<file path="src/cpu_timing_pkg.sv">
// Shared constants, types and encodings for the instruction timing core
package cpu_timing_pkg;

	// Instruction lengths in program bytes
	localparam logic [1:0] LEN_1 = 2'h1;
	localparam logic [1:0] LEN_2 = 2'h2;
	localparam logic [1:0] LEN_3 = 2'h3;

	// Execution costs in system clocks
	localparam logic [3:0] CYC_1   = 4'h1;
	localparam logic [3:0] CYC_2   = 4'h2;
	localparam logic [3:0] CYC_3   = 4'h3;
	localparam logic [3:0] CYC_4   = 4'h4;
	localparam logic [3:0] CYC_5   = 4'h5;
	localparam logic [3:0] CYC_8   = 4'h8;
	localparam logic [3:0] CYC_MAX = 4'h8;

	// Clocking figures
	localparam int CLK_MHZ       = 100;
	localparam int PEAK_CLK_MHZ  = 25;
	localparam int PEAK_MIPS     = 25;

	// Program counter and fetch address
	localparam logic [15:0] RESET_PC  = 16'h0000;
	localparam logic [15:0] ADDR_STEP = 16'h0001;

	// Reserved opcode of the instruction set
	localparam logic [7:0] OP_RESERVED = 8'hA5;
	localparam logic [7:0] OP_RESET    = 8'h00;

	// Program store control bit positions
	localparam int PSC_FLASH_WRITE_BIT = 0;
	localparam int PSC_FLASH_READ_BIT  = 1;

	// Status word flag mask bit positions
	localparam int FLAG_CY = 2;
	localparam int FLAG_AC = 1;
	localparam int FLAG_OV = 0;
	localparam logic [2:0] FLAGS_NONE  = 3'h0;
	localparam logic [2:0] FLAGS_ARITH = 3'h7;
	localparam logic [2:0] FLAGS_CY    = 3'h4;
	localparam logic [2:0] FLAGS_CY_OV = 3'h5;

	typedef enum logic [2:0] {
		CLS_PLAIN  = 3'h0,
		CLS_COND   = 3'h1,
		CLS_JUMP   = 3'h2,
		CLS_XREAD  = 3'h3,
		CLS_XWRITE = 3'h4,
		CLS_CODE   = 3'h5,
		CLS_RSVD   = 3'h6
	} op_class_e;

	typedef enum logic [2:0] {
		AM_IMPLIED   = 3'h0,
		AM_REGISTER  = 3'h1,
		AM_DIRECT    = 3'h2,
		AM_INDIRECT  = 3'h3,
		AM_IMMEDIATE = 3'h4,
		AM_BIT       = 3'h5,
		AM_RELATIVE  = 3'h6,
		AM_ABSOLUTE  = 3'h7
	} addr_mode_e;

	typedef enum logic [2:0] {
		ST_DECODE = 3'b001,
		ST_EXEC   = 3'b010,
		ST_TAKEN  = 3'b100
	} seq_state_e;

	typedef struct packed {
		logic [1:0] len;
		logic [3:0] cyc;
		op_class_e  cls;
	} timing_s;

endpackage

</file>
<file path="src/cpu_instruction_timing_core.sv">
// Instruction fetch sequencer and timing decoder of the 8-bit core
// How it works
// - Opcodes decode with classic encoding, addressing modes and status flag effects.
// - Every instruction is timed in plain system clocks, no machine cycles.
// - Most instructions take as many clocks as they have bytes.
// - Conditional branch not taken finishes one clock sooner than taken.
// - No instruction runs longer than eight clocks.
// - 109 instructions with the documented spread of clock costs.
// - One instruction per clock at peak, 25 MIPS at 25MHz.
// - Add, add with carry, subtract with borrow from register: one byte, one clock.
// - Accumulator operations on a direct byte: two bytes, two clocks.
// - Accumulator operations on indirect RAM: one byte, two clocks.
// - Accumulator operations with immediate: two bytes, two clocks.
// - Logic op of immediate into direct byte: three bytes, three clocks.
// - Logic op of accumulator into direct byte: two bytes, two clocks.
// - Indirect increment or decrement takes two clocks; accumulator or register one.
// - Pointer increment is one byte and one clock.
// - Single-operand accumulator operations are one byte and one clock.
// - External data move reaches flash for reads and writes when enabled.
// - Flash reachable bytewise through code byte move and external data move.
// - External data move reaches data-space RAM when flash is not selected.
// - External data moves, both address widths, are one byte and three clocks.
// - Carry jumps are two bytes, two clocks not taken, three taken.
`timescale 1ns/10ps
`default_nettype none

module cpu_instruction_timing_core (
	input  wire logic        clk_i,
	input  wire logic        srst_i,
	input  wire logic [7:0]  code_data_i,
	input  wire logic        branch_taken_i,
	input  wire logic [15:0] branch_target_i,
	input  wire logic [1:0]  program_store_control_i,
	output logic [15:0]      code_addr_o,
	output logic             instr_start_o,
	output logic             retire_o,
	output logic [7:0]       retire_opcode_o,
	output logic [7:0]       retire_operand1_o,
	output logic [7:0]       retire_operand2_o,
	output logic [1:0]       retire_len_o,
	output logic [3:0]       retire_cycles_o,
	output logic             retire_taken_o,
	output logic [2:0]       retire_addr_mode_o,
	output logic [2:0]       retire_flags_o,
	output logic             retire_reserved_o,
	output logic             xdata_req_o,
	output logic             xdata_write_o,
	output logic             xdata_wide_o,
	output logic             xdata_to_flash_o,
	output logic             code_move_req_o
);

	// Builds one timing entry
	function automatic cpu_timing_pkg::timing_s mk(
		input logic [1:0]                len,
		input logic [3:0]                cyc,
		input cpu_timing_pkg::op_class_e cls
	);
		cpu_timing_pkg::timing_s t;
		t.len = len;
		t.cyc = cyc;
		t.cls = cls;
		return t;
	endfunction

	// Length, base clock count and class per opcode; taken branches add one
	function automatic cpu_timing_pkg::timing_s decode_timing(input logic [7:0] op);
		logic [3:0]              hi;
		logic [3:0]              lo;
		cpu_timing_pkg::timing_s t;
		hi = op[7:4];
		lo = op[3:0];
		t  = mk(cpu_timing_pkg::LEN_1, cpu_timing_pkg::CYC_1, cpu_timing_pkg::CLS_PLAIN);
		if (lo[3]) begin
			// Register operand column
			case (hi)
				4'h7, 4'h8, 4'hA: t = mk(cpu_timing_pkg::LEN_2, cpu_timing_pkg::CYC_2, cpu_timing_pkg::CLS_PLAIN);
				4'hB: t = mk(cpu_timing_pkg::LEN_3, cpu_timing_pkg::CYC_3, cpu_timing_pkg::CLS_COND);
				4'hD: t = mk(cpu_timing_pkg::LEN_2, cpu_timing_pkg::CYC_2, cpu_timing_pkg::CLS_COND);
				default: t = mk(cpu_timing_pkg::LEN_1, cpu_timing_pkg::CYC_1, cpu_timing_pkg::CLS_PLAIN);
			endcase
		end else begin
			case (lo)
				4'h6, 4'h7: begin
					// Indirect RAM column
					case (hi)
						4'h7, 4'h8, 4'hA: t = mk(cpu_timing_pkg::LEN_2, cpu_timing_pkg::CYC_2, cpu_timing_pkg::CLS_PLAIN);
						4'hB: t = mk(cpu_timing_pkg::LEN_3, cpu_timing_pkg::CYC_4, cpu_timing_pkg::CLS_COND);
						default: t = mk(cpu_timing_pkg::LEN_1, cpu_timing_pkg::CYC_2, cpu_timing_pkg::CLS_PLAIN);
					endcase
				end
				4'h5: begin
					// Direct byte column
					case (hi)
						4'h7, 4'h8: t = mk(cpu_timing_pkg::LEN_3, cpu_timing_pkg::CYC_3, cpu_timing_pkg::CLS_PLAIN);
						4'hA: t = mk(cpu_timing_pkg::LEN_1, cpu_timing_pkg::CYC_1, cpu_timing_pkg::CLS_RSVD);
						4'hB, 4'hD: t = mk(cpu_timing_pkg::LEN_3, cpu_timing_pkg::CYC_3, cpu_timing_pkg::CLS_COND);
						default: t = mk(cpu_timing_pkg::LEN_2, cpu_timing_pkg::CYC_2, cpu_timing_pkg::CLS_PLAIN);
					endcase
				end
				4'h4: begin
					// Accumulator and immediate column
					case (hi)
						4'h0, 4'h1, 4'hC, 4'hD, 4'hE, 4'hF: t = mk(cpu_timing_pkg::LEN_1, cpu_timing_pkg::CYC_1, cpu_timing_pkg::CLS_PLAIN);
						4'h8: t = mk(cpu_timing_pkg::LEN_1, cpu_timing_pkg::CYC_8, cpu_timing_pkg::CLS_PLAIN);
						4'hA: t = mk(cpu_timing_pkg::LEN_1, cpu_timing_pkg::CYC_4, cpu_timing_pkg::CLS_PLAIN);
						4'hB: t = mk(cpu_timing_pkg::LEN_3, cpu_timing_pkg::CYC_3, cpu_timing_pkg::CLS_COND);
						default: t = mk(cpu_timing_pkg::LEN_2, cpu_timing_pkg::CYC_2, cpu_timing_pkg::CLS_PLAIN);
					endcase
				end
				4'h3: begin
					case (hi)
						4'h4, 4'h5, 4'h6: t = mk(cpu_timing_pkg::LEN_3, cpu_timing_pkg::CYC_3, cpu_timing_pkg::CLS_PLAIN);
						4'h7: t = mk(cpu_timing_pkg::LEN_1, cpu_timing_pkg::CYC_3, cpu_timing_pkg::CLS_JUMP);
						4'h8, 4'h9: t = mk(cpu_timing_pkg::LEN_1, cpu_timing_pkg::CYC_3, cpu_timing_pkg::CLS_CODE);
						4'hE: t = mk(cpu_timing_pkg::LEN_1, cpu_timing_pkg::CYC_3, cpu_timing_pkg::CLS_XREAD);
						4'hF: t = mk(cpu_timing_pkg::LEN_1, cpu_timing_pkg::CYC_3, cpu_timing_pkg::CLS_XWRITE);
						default: t = mk(cpu_timing_pkg::LEN_1, cpu_timing_pkg::CYC_1, cpu_timing_pkg::CLS_PLAIN);
					endcase
				end
				4'h2: begin
					case (hi)
						4'h0, 4'h1: t = mk(cpu_timing_pkg::LEN_3, cpu_timing_pkg::CYC_4, cpu_timing_pkg::CLS_JUMP);
						4'h2, 4'h3: t = mk(cpu_timing_pkg::LEN_1, cpu_timing_pkg::CYC_5, cpu_timing_pkg::CLS_JUMP);
						4'hE: t = mk(cpu_timing_pkg::LEN_1, cpu_timing_pkg::CYC_3, cpu_timing_pkg::CLS_XREAD);
						4'hF: t = mk(cpu_timing_pkg::LEN_1, cpu_timing_pkg::CYC_3, cpu_timing_pkg::CLS_XWRITE);
						default: t = mk(cpu_timing_pkg::LEN_2, cpu_timing_pkg::CYC_2, cpu_timing_pkg::CLS_PLAIN);
					endcase
				end
				4'h1: t = mk(cpu_timing_pkg::LEN_2, cpu_timing_pkg::CYC_3, cpu_timing_pkg::CLS_JUMP);
				default: begin
					// Branch and bit column
					case (hi)
						4'h0: t = mk(cpu_timing_pkg::LEN_1, cpu_timing_pkg::CYC_1, cpu_timing_pkg::CLS_PLAIN);
						4'h1, 4'h2, 4'h3: t = mk(cpu_timing_pkg::LEN_3, cpu_timing_pkg::CYC_3, cpu_timing_pkg::CLS_COND);
						4'h4, 4'h5, 4'h6, 4'h7: t = mk(cpu_timing_pkg::LEN_2, cpu_timing_pkg::CYC_2, cpu_timing_pkg::CLS_COND);
						4'h8: t = mk(cpu_timing_pkg::LEN_2, cpu_timing_pkg::CYC_3, cpu_timing_pkg::CLS_JUMP);
						4'h9: t = mk(cpu_timing_pkg::LEN_3, cpu_timing_pkg::CYC_3, cpu_timing_pkg::CLS_PLAIN);
						4'hE: t = mk(cpu_timing_pkg::LEN_1, cpu_timing_pkg::CYC_3, cpu_timing_pkg::CLS_XREAD);
						4'hF: t = mk(cpu_timing_pkg::LEN_1, cpu_timing_pkg::CYC_3, cpu_timing_pkg::CLS_XWRITE);
						default: t = mk(cpu_timing_pkg::LEN_2, cpu_timing_pkg::CYC_2, cpu_timing_pkg::CLS_PLAIN);
					endcase
				end
			endcase
		end
		return t;
	endfunction

	// Addressing mode of the operand, by opcode column
	function automatic cpu_timing_pkg::addr_mode_e decode_mode(input logic [7:0] op);
		logic [3:0]                 hi;
		cpu_timing_pkg::addr_mode_e m;
		hi = op[7:4];
		m  = cpu_timing_pkg::AM_IMPLIED;
		case (op[3:0])
			4'h0: begin
				case (hi)
					4'h0: m = cpu_timing_pkg::AM_IMPLIED;
					4'h1, 4'h2, 4'h3, 4'hA, 4'hB: m = cpu_timing_pkg::AM_BIT;
					4'h9: m = cpu_timing_pkg::AM_IMMEDIATE;
					4'hC, 4'hD: m = cpu_timing_pkg::AM_DIRECT;
					4'hE, 4'hF: m = cpu_timing_pkg::AM_INDIRECT;
					default: m = cpu_timing_pkg::AM_RELATIVE;
				endcase
			end
			4'h1: m = cpu_timing_pkg::AM_ABSOLUTE;
			4'h2: begin
				case (hi)
					4'h0, 4'h1: m = cpu_timing_pkg::AM_ABSOLUTE;
					4'h2, 4'h3: m = cpu_timing_pkg::AM_IMPLIED;
					4'h4, 4'h5, 4'h6: m = cpu_timing_pkg::AM_DIRECT;
					4'hE, 4'hF: m = cpu_timing_pkg::AM_INDIRECT;
					default: m = cpu_timing_pkg::AM_BIT;
				endcase
			end
			4'h3: begin
				case (hi)
					4'h4, 4'h5, 4'h6: m = cpu_timing_pkg::AM_DIRECT;
					4'h7, 4'h8, 4'h9, 4'hE, 4'hF: m = cpu_timing_pkg::AM_INDIRECT;
					default: m = cpu_timing_pkg::AM_IMPLIED;
				endcase
			end
			4'h4: begin
				case (hi)
					4'h0, 4'h1, 4'h8, 4'hA, 4'hC, 4'hD, 4'hE, 4'hF: m = cpu_timing_pkg::AM_IMPLIED;
					default: m = cpu_timing_pkg::AM_IMMEDIATE;
				endcase
			end
			4'h5: m = cpu_timing_pkg::AM_DIRECT;
			4'h6, 4'h7: m = cpu_timing_pkg::AM_INDIRECT;
			default: m = cpu_timing_pkg::AM_REGISTER;
		endcase
		return m;
	endfunction

	// Status word flags that an opcode may change, as {CY, AC, OV}
	function automatic logic [2:0] decode_flags(input logic [7:0] op);
		logic [2:0] f;
		f = cpu_timing_pkg::FLAGS_NONE;
		if ((op[7:4] == 4'h2 || op[7:4] == 4'h3 || op[7:4] == 4'h9) && op[3:0] >= 4'h4) begin
			f = cpu_timing_pkg::FLAGS_ARITH;
		end else if (op == 8'h84 || op == 8'hA4) begin
			f = cpu_timing_pkg::FLAGS_CY_OV;
		end else if (op[7:4] == 4'hB && op[3:0] >= 4'h4 && op != cpu_timing_pkg::OP_RESERVED) begin
			f = cpu_timing_pkg::FLAGS_CY;
		end else begin
			case (op)
				8'h13, 8'h33, 8'hD4, 8'h72, 8'h82, 8'hA0, 8'hB0, 8'hA2, 8'hB3, 8'hC3, 8'hD3: f = cpu_timing_pkg::FLAGS_CY;
				default: f = cpu_timing_pkg::FLAGS_NONE;
			endcase
		end
		return f;
	endfunction

	cpu_timing_pkg::seq_state_e state;
	cpu_timing_pkg::seq_state_e next_state;
	logic [15:0]                pc;
	logic [15:0]                fetch_addr;
	logic [7:0]                 opcode;
	logic [7:0]                 operand1;
	logic [7:0]                 operand2;
	logic [3:0]                 cycle_no;

	// Decode runs on the opcode pin in its first clock, on the latched copy after
	wire logic                       in_decode  = (state == cpu_timing_pkg::ST_DECODE);
	wire logic                       in_taken   = (state == cpu_timing_pkg::ST_TAKEN);
	wire logic [7:0]                 op_now     = in_decode ? code_data_i : opcode;
	wire cpu_timing_pkg::timing_s    tim        = decode_timing(op_now);
	wire logic [3:0]                 idx        = in_decode ? cpu_timing_pkg::CYC_1 : cycle_no;
	wire logic [3:0]                 len_w      = {2'h0, tim.len};
	wire logic                       is_cond    = (tim.cls == cpu_timing_pkg::CLS_COND);
	wire logic                       last_base  = (idx == tim.cyc);
	wire logic                       extend     = last_base && is_cond && branch_taken_i && !in_taken;
	wire logic                       done       = in_taken || (last_base && !extend);
	wire logic                       redirect   = in_taken || (tim.cls == cpu_timing_pkg::CLS_JUMP);
	wire logic [15:0]                seq_pc     = pc + {14'h0, tim.len};
	wire logic [15:0]                next_pc    = redirect ? branch_target_i : seq_pc;
	wire logic                       more_bytes = (idx < len_w);
	wire logic [15:0]                next_fetch = done ? next_pc
	                                            : (more_bytes ? fetch_addr + cpu_timing_pkg::ADDR_STEP : fetch_addr);
	wire logic [3:0]                 next_cycle = done ? cpu_timing_pkg::CYC_1 : idx + cpu_timing_pkg::CYC_1;
	wire logic                       is_xmove   = (tim.cls == cpu_timing_pkg::CLS_XREAD)
	                                           || (tim.cls == cpu_timing_pkg::CLS_XWRITE);
	wire logic                       is_xwrite  = (tim.cls == cpu_timing_pkg::CLS_XWRITE);
	// Writes and reads are steered to flash by separate store-control bits
	wire logic                       to_flash   = is_xwrite ? program_store_control_i[cpu_timing_pkg::PSC_FLASH_WRITE_BIT]
	                                                        : program_store_control_i[cpu_timing_pkg::PSC_FLASH_READ_BIT];
	// Taken branches cost one clock above the base figure
	wire logic [3:0]                 used_cyc   = in_taken ? tim.cyc + cpu_timing_pkg::CYC_1 : tim.cyc;

	// Sequencer state selection
	always_comb begin
		next_state = cpu_timing_pkg::ST_EXEC;
		if (done) begin
			next_state = cpu_timing_pkg::ST_DECODE;
		end else if (extend) begin
			next_state = cpu_timing_pkg::ST_TAKEN;
		end
	end

	assign code_addr_o   = fetch_addr;
	assign instr_start_o = in_decode;

	// Program counter, fetch pointer and clock counter
	always_ff @(posedge clk_i) begin
		if (srst_i) begin
			state      <= cpu_timing_pkg::ST_DECODE;
			pc         <= cpu_timing_pkg::RESET_PC;
			fetch_addr <= cpu_timing_pkg::RESET_PC;
			cycle_no   <= cpu_timing_pkg::CYC_1;
		end else begin
			state      <= next_state;
			fetch_addr <= next_fetch;
			cycle_no   <= next_cycle;
			if (done) begin
				pc <= next_pc;
			end
		end
	end

	// Opcode and operand capture; one byte per clock keeps clocks at least equal to bytes
	always_ff @(posedge clk_i) begin
		if (srst_i) begin
			opcode   <= cpu_timing_pkg::OP_RESET;
			operand1 <= cpu_timing_pkg::OP_RESET;
			operand2 <= cpu_timing_pkg::OP_RESET;
		end else begin
			if (in_decode) begin
				opcode <= code_data_i;
			end
			if (!in_decode && idx == cpu_timing_pkg::CYC_2 && len_w >= cpu_timing_pkg::CYC_2) begin
				operand1 <= code_data_i;
			end
			if (idx == cpu_timing_pkg::CYC_3 && len_w == cpu_timing_pkg::CYC_3) begin
				operand2 <= code_data_i;
			end
		end
	end

	// Memory move requests, raised in the second clock of the instruction
	always_ff @(posedge clk_i) begin
		if (srst_i) begin
			xdata_req_o      <= 1'b0;
			xdata_write_o    <= 1'b0;
			xdata_wide_o     <= 1'b0;
			xdata_to_flash_o <= 1'b0;
			code_move_req_o  <= 1'b0;
		end else begin
			xdata_req_o     <= in_decode && is_xmove;
			code_move_req_o <= in_decode && (tim.cls == cpu_timing_pkg::CLS_CODE);
			if (in_decode && is_xmove) begin
				xdata_write_o    <= is_xwrite;
				xdata_wide_o     <= ~op_now[1]; // Pointer form has bit 1 clear
				xdata_to_flash_o <= to_flash;
			end
		end
	end

	// Retirement record, valid for one clock after the last clock
	always_ff @(posedge clk_i) begin
		if (srst_i) begin
			retire_o           <= 1'b0;
			retire_opcode_o    <= cpu_timing_pkg::OP_RESET;
			retire_operand1_o  <= cpu_timing_pkg::OP_RESET;
			retire_operand2_o  <= cpu_timing_pkg::OP_RESET;
			retire_len_o       <= cpu_timing_pkg::LEN_1;
			retire_cycles_o    <= cpu_timing_pkg::CYC_1;
			retire_taken_o     <= 1'b0;
			retire_addr_mode_o <= cpu_timing_pkg::AM_IMPLIED;
			retire_flags_o     <= cpu_timing_pkg::FLAGS_NONE;
			retire_reserved_o  <= 1'b0;
		end else begin
			retire_o <= done;
			if (done) begin
				retire_opcode_o    <= op_now;
				retire_operand1_o  <= (len_w >= cpu_timing_pkg::CYC_2 && idx == cpu_timing_pkg::CYC_2) ? code_data_i : operand1;
				retire_operand2_o  <= (len_w == cpu_timing_pkg::CYC_3 && idx == cpu_timing_pkg::CYC_3) ? code_data_i : operand2;
				retire_len_o       <= tim.len;
				retire_cycles_o    <= used_cyc;
				retire_taken_o     <= in_taken || (tim.cls == cpu_timing_pkg::CLS_JUMP);
				retire_addr_mode_o <= decode_mode(op_now);
				retire_flags_o     <= decode_flags(op_now);
				retire_reserved_o  <= (tim.cls == cpu_timing_pkg::CLS_RSVD);
			end
		end
	end

endmodule

`default_nettype wire

</file>
<file path="config.mk">
export PLATFORM = sky130hd
export DESIGN_NAME = cpu_instruction_timing_core
export DESIGN_NICKNAME = d
export VERILOG_FILES = /design/src/cpu_timing_pkg.sv /design/src/cpu_instruction_timing_core.sv
export SDC_FILE = /design/constraint.sdc
export NUM_CORES = 1
export LEC_CHECK = 0
export BUFFER_PORTS_ARGS = -buffer_cell sky130_fd_sc_hd__buf_2
export CORE_MARGIN = 10
export CORE_UTILIZATION = 30
export DETAILED_ROUTE_END_ITERATION = 7
export HOLD_SLACK_MARGIN = 0.1
export PLACE_DENSITY = 0.48
export REMOVE_ABC_BUFFERS = 1
export SLEW_MARGIN = 20
export SYNTH_ARGS = -nofsm -noshare
export SYNTH_HDL_FRONTEND = slang
export SYNTH_SLANG_ARGS = --single-unit
</file>
<file path="constraint.sdc">
create_clock -name clk_i -period 14.08 [get_ports clk_i]
set_input_delay 1.408 -clock clk_i [delete_from_list [all_inputs] [get_ports clk_i]]
set_output_delay 1.408 -clock clk_i [all_outputs]
set_load 0.02 [all_outputs]
</file>
==> results of run 1 <==
-- cell usage in the layout (no fill, tap or decap), types with 15 or more instances in the layout --
cell	Yosys	final
xnor2_1	28	28
nand4_1	15	15
inv_1	17	17
mux2i_1	57	57
a21oi_1	25	25
o21ai_0	27	27
dfxtp_1	107	107
and3_1	16	16
nand3_1	33	33
a211oi_1	27	27
buf_2	13	89
nor2_1	107	107
nand2_1	61	61
o22ai_1	15	15
nor3_1	20	20
-- path summary, 6_finish.rpt --
path | cells after the start | endpoint | from
max | 17 | code_addr_o[3] | state[0]
max reg2reg | 17 | code_addr_o[3] | state[0]
min | 2 | retire_opcode_o[1] | retire_opcode_o[1]
min reg2reg | 2 | retire_opcode_o[1] | retire_opcode_o[1]
-- kinds of logic after synthesis --
| kind of cell | count (synthesis) | synth area share (%) |
|---|---|---|
| fa+ha+maj | 12 | 2.38 |
| mux | 64 | 9.99 |
| buf+inv | 82 | 5.33 |
| xor+xnor | 39 | 5.15 |
| simple gates | 331 | 25.5 |
| flops | 107 | 32.3 |
| compound gates | 180 | 19.4 |
-- cell type report --
class	count	area (um2)	share of cell area, %
clock inverters	7	91.3	1.21
flip-flops and latches	107	2140	28.4
multi-input cells	626	4140	54.9
well taps	280	350	4.64
clock buffers	9	225	2.98
repair buffers	99	520	6.90
inverters	20	75.1	0.995
-- metal layers --
layer  up-vias  global-route usage, %
met3        31                   3.84
met5         -                      0
met2       227                   22.4
met4         0                   3.97
li1       3082                      -
met1      3004                   21.5
-- worst register-to-register path, cell delays in order (launching register included) --
cell      delay, ps
dfxtp_1         320
or3b_2          180
buf_4           580
inv_2           290
buf_4           360
or3_1           470
a211oi_1        420
nor4_1           80
a22oi_1         580
inv_1           240
ha_1            280
nor4_1          370
o211ai_1        170
o21ai_2         390
nand3_1         310
or3_1           380
a211o_1         300
o31ai_1          60
-- power breakdown --
group	switching (uW)	internal, uW	total (uW)	leakage (uW)
clock	140	129	269	0.000152
sequential	66.9	379	446	0.000871
combinational	738	378	1120	0.00205
total	945	887	1830	0.00307
-- state kept, by name, indices dropped and copies added, names as in the netlist, 2 cells and up --
signal / cells
retire_operand2_o: 8
retire_cycles_o: 4
opcode: 8
operand1: 8
cycle_no: 4
retire_operand1_o: 8
code_addr_o: 16
state: 3
pc: 16
retire_addr_mode_o: 3
retire_opcode_o: 8
retire_len_o: 2
operand2: 8
retire_flags_o: 3
-- per-stage QoR --
step           area (um2)  setup slack (ps)  power (uW)  util, %
2_1_floorplan        6360              7570        1240        -
3_3_place_gp         7230              8280        1570     33.1
3_5_place_dp         7230              8120        1570     33.1
4_1_cts              7550              8330        1850     34.6
5_1_grt              7550              7850        1980     34.6
6_report             7550              8240        1830     34.6
-- synthesized netlist by cell type (all sizes together), types with 11 or more instances --
cell type / count
a211oi: 27
a21oi: 25
and3: 16
buf: 21
clkbuf: 41
dfxtp: 107
ha: 11
inv: 19
mux2i: 59
nand2: 61
nand3: 33
nand4: 15
nor2: 109
nor3: 21
o21ai: 29
o22ai: 15
o2bb2ai: 13
xnor2: 28
xor2: 11
==> results.json, run 1 <==
{
  "ys_seq_area_share_pct": 32.3,
  "arrival_ps": 6130,
  "fillers": 2360,
  "fmax_ghz": 0.171,
  "ir_drop_mv": 0.136,
  "synth_ff_type": "dfxtp_1",
  "firstDrtPassIters": 7,
  "skew_ps": 14.5,
  "dp_hpwl_um": 15700,
  "chipHeight_um": 169,
  "crit_path_start_kind": "flip-flop",
  "status": "completed",
  "finalSetupViolCount": 0,
  "wire_per_inst_um": 19.3,
  "relSlewSlack_pct": 31.3,
  "htreeDepth": 3,
  "grt_max_degree": 61,
  "synthToLayoutAreaGrowth_pct": 13.7,
  "grt_pass1_wl_um": 35100,
  "ys_ff_latch": 107,
  "routed_wl_um": 22200,
  "syn_area_per_cell_um2": 8.14,
  "initial_core_util_pct": 30.4,
  "via_per_inst": 5.53,
  "cts_sinks": 107,
  "ctsResizeCount": 0,
  "cpMaxStageDelayCell": "buf_4",
  "cp_max_fo": 60,
  "insertion_delay_ps": 370,
  "ys_types": 78,
  "die_area_mm2": 0.0285,
  "synth_warnings": 0,
  "power_density_mw_per_mm2": 243,
  "post-place-cells": 1132,
  "grt_setup_unrepaired": "no",
  "hold_viol": 0,
  "synth_top_cell_area_share_pct": 32.3,
  "worst_hold_path_type": "flip-flop to flip-flop",
  "r2r_slack_ps": 8240,
  "p_leak_uw": 0.00307,
  "syn-instance-count": 815,
  "wirelength_met1_um": 10700,
  "met3_wirelength_um": 1540,
  "grt.overflow.total": 0,
  "port_buffers": 89,
  "crit_family": "compound AO/OA/AOI/OAI gates",
  "drive_gt1_share_pct": 16.2,
  "path_class": "flip-flop to flip-flop",
  "slew_viol_final": 0,
  "highest_layer": "met4",
  "die_w_um": 169,
  "io_pins": 90,
  "numCtsBuffers": 9,
  "drc": 0,
  "num_antenna_cells": 0,
  "place.gp.congestion": 0.887,
  "cts_tree": "yes",
  "maxCapViolCount": 0,
  "crit_buf_inv": 4,
  "tightestPinTransition_ps": 1030,
  "vias": 6344,
  "grt_pass1_vias": 6020,
  "cts-root-buf": "clkbuf_16",
  "final_nets": 904,
  "wl_met2_um": 9560,
  "yosys.area.top_type": "dfxtp_1",
  "hold_buffers": 0,
  "drt_iter0_markers": 589,
  "cpPeakStageDelay_ps": 580,
  "stdcell_count": 1148,
  "tns_ps": 0,
  "async_reset_ff_share_pct": 0,
  "synth_top_cells_by_area": "dfxtp_1, mux2i_1, nor2_1, xnor2_1, nand2_1",
  "rows": 54,
  "clk_pin_slew_worst_paths_ps": 90,
  "track_usage_pct": 15.2,
  "antenna_found_initial": 0,
  "fin_hold_ws_ps": 456,
  "setup.worst_path.end_class": "flip-flop",
  "synth-edff-count": 0,
  "period_minus_slack_ps": 5840,
  "critical_path.cell_chain": "or3b_2 -> buf_4 -> inv_2 -> buf_4 -> or3_1 -> a211oi_1 -> nor4_1 -> a22oi_1 -> inv_1 -> ha_1 -> nor4_1 -> o211ai_1 -> o21ai_2 -> nand3_1 -> or3_1 -> a211o_1 -> o31ai_1",
  "post-cts-setup-buffers": 0,
  "ant_nets": 0,
  "fin_crit_sh_pct": 41.5,
  "syn-cell-area_mm2": 0.00664,
  "clk_path_buf_depth": 2,
  "coreArea_mm2": 0.0218,
  "crit_required_ps": 14360
}
Power figures use the tool's default switching activity.
==> run 2, diff against run 1 <==
--- a/config.mk
+++ b/config.mk
@@ -10,7 +10,7 @@
 export CORE_UTILIZATION = 30
 export DETAILED_ROUTE_END_ITERATION = 7
 export HOLD_SLACK_MARGIN = 0.1
-export PLACE_DENSITY = 0.48
+export PLACE_DENSITY = 0.5
 export REMOVE_ABC_BUFFERS = 1
 export SLEW_MARGIN = 20
 export SYNTH_ARGS = -nofsm -noshare
==> constraint.sdc (replaced) <==
create_clock -name clk_i -period 5.2 [get_ports clk_i]
set_input_delay 0.52 -clock clk_i [delete_from_list [all_inputs] [get_ports clk_i]]
set_output_delay 0.52 -clock clk_i [all_outputs]
set_load 0.02 [all_outputs]
==> run 2 against run 1 <==
Net effect:
- clock skew is 2.4 ps higher
- sequential share of layout area shrank 0.49 points
- global-route usage decreased by 0.091 points
- critical path depth is 1 lower
- die area unchanged
- utilization grew 0.61 points
- worst hold slack got worse by 14 ps
- routed wire length rose by 1.0%
- via count down 0.16%
- critical endpoint unchanged
==> results.json, run 2 (synthesized netlist as in run 1, its figures left out) <==
{
  "status": "completed",
  "final_nets": 920,
  "relSlewSlack_pct": 47.9,
  "numCtsBuffers": 9,
  "die_w_um": 169,
  "p_int_uw": 2530,
  "stdcell_count": 1164,
  "chipHeight_um": 169,
  "crit_family": "simple AND/OR/NAND/NOR gates",
  "clk_pin_slew_worst_paths_ps": 90,
  "p_total_uw": 5110,
  "dp_hpwl_um": 16400,
  "holdPathStages": 3,
  "worst_hold_path_type": "primary input to flip-flop",
  "final_cell_mix": "nor2_1, dfxtp_1, buf_2",
  "critical_path.cell_chain": "or3b_2 -> mux2i_1 -> inv_1 -> ha_1 -> a21oi_1 -> o21ai_0 -> a22oi_1 -> inv_1 -> ha_1 -> nor4_1 -> o211ai_1 -> o21ai_2 -> nand3_1 -> or3_1 -> a211o_1 -> o31ai_1",
  "pwr-share-clk_pct": 13.8,
  "hold_viol": 0,
  "crit_buf_inv": 2,
  "ant_nets": 0,
  "insertion_delay_ps": 370,
  "p_sw_share_pct": 50.5,
  "antenna_found_initial": 0,
  "fmax_ghz": 0.210,
  "rows": 54,
  "holdCritStartpoint": "branch_target_i[9]",
  "cpMaxStageDelayCell": "or3b_2",
  "grt.overflow.total": 0,
  "setup.worst_path.end_class": "flip-flop",
  "worst_r2r_endpoint": "code_addr_o[3]",
  "fin_crit_sh_pct": 91.4,
  "fillers": 2296,
  "p_switching_uw": 2580,
  "cts-root-buf": "clkbuf_16",
  "skew_ps": 16.9,
  "crit_required_ps": 5490,
  "place.gp.congestion": 0.944,
  "slew_viol_final": 0,
  "fin_util_pct": 35.2,
  "cts_sinks": 107,
  "routed_wl_um": 22400,
  "track_usage_pct": 15.1,
  "grt_pass1_vias": 6058,
  "grt_max_degree": 53,
  "cpPeakStageDelay_ps": 650,
  "drive_gt1_share_pct": 17.8,
  "via_per_inst": 5.44,
  "hold_buffers": 0,
  "htreeDepth": 3,
  "post-place-cells": 1148,
  "path_class": "flip-flop to flip-flop",
  "clk_path_buf_depth": 2,
  "firstDrtPassIters": 6,
  "vias": 6334,
  "io_pins": 90,
  "die_area_mm2": 0.0285,
  "reg2reg_depth": 16,
  "seqPwrFrac_pct": 23.6,
  "tightestPinTransition_ps": 780,
  "cp_max_fo": 9,
  "combPwrFrac_pct": 62.6,
  "crit_path_start_kind": "flip-flop",
  "r2r_slack_ps": 450,
  "maxCapViolCount": 0,
  "cts_tree": "yes",
  "wire_per_inst_um": 19.2,
  "grt_pass1_wl_um": 34700,
  "drt_iter0_markers": 582,
  "port_buffers": 89,
  "power_density_mw_per_mm2": 665,
  "num_antenna_cells": 0,
  "period_minus_slack_ps": 4750,
  "synthToLayoutAreaGrowth_pct": 15.7,
  "p_leak_uw": 0.00315,
  "ctsResizeCount": 0,
  "finalSetupViolCount": 0,
  "tns_ps": 0,
  "timing.rr.start": "state[1]",
  "holdPathEnd": "pc[9]",
  "drc": 0,
  "grt_setup_unrepaired": "no",
  "ir_drop_mv": 0.424,
  "arrival_ps": 5040,
  "post-cts-setup-buffers": 0,
  "coreArea_mm2": 0.0218,
  "initial_core_util_pct": 30.4
}
run 2: how the worst max path moves through the flow:
stage          startpoint  cells after the start              to  slack (ps)
2_1_floorplan    state[0]                     10  code_addr_o[6]       -1310
3_3_place_gp     state[1]                     16  code_addr_o[3]         650
3_5_place_dp     state[1]                     16  code_addr_o[3]         530
4_1_cts          state[1]                     16  code_addr_o[3]         490
5_1_grt          state[1]                     16  code_addr_o[3]         120
6_report         state[1]                     16  code_addr_o[3]         450
run 2: area by class of cell:
class                      count  area, um2  share of cell area, %
clock buffer                   9        225                   2.93
clock inverter                 7       78.8                   1.03
inverter                      20       75.1                  0.978
multi-input combinational    626       4140                   53.9
sequential                   107       2140                   27.9
tap                          280        350                   4.56
timing repair buffer         115        666                   8.67
run 2: layer usage:
| metal | vias up | track usage, % | wire length (um) |
|---|---|---|---|
| li1 | 3108 | - | - |
| met1 | 2973 | 19.8 | 10300 |
| met2 | 215 | 24.2 | 10200 |
| met3 | 38 | 3.17 | 1270 |
| met4 | 0 | 5.03 | 597 |
| met5 | - | 0 | 0 |
run 2: worst register-to-register path, delay by kind of cell, from the launching register on:
family	cells	cell delay, ps
AO/OA/AOI/OAI	7	1260
adder cells (fa/ha/maj)	2	500
multiplexers	1	550
AND/OR/NAND/NOR	4	1700
flip-flops	1	310
buffers and inverters	2	380
run 2: metrics by stage:
step	instance area, um2	hold slack, ps	setup WS (ps)
3_5_place_dp	7370	461	527
2_1_floorplan	6360	439	-1310
4_1_cts	7680	425	489
6_report	7680	442	446
3_3_place_gp	7370	449	646
5_1_grt	7680	447	121
run 2: power by group through the flow:
stage	Sequential (uW)	Clock (uW)	Combinational [uW]
floorplan	1340	0	2020
global placement	1220	0	3210
detailed placement	1220	0	3200
CTS	1200	730	3210
global route	1230	761	3510
finish	1200	706	3200
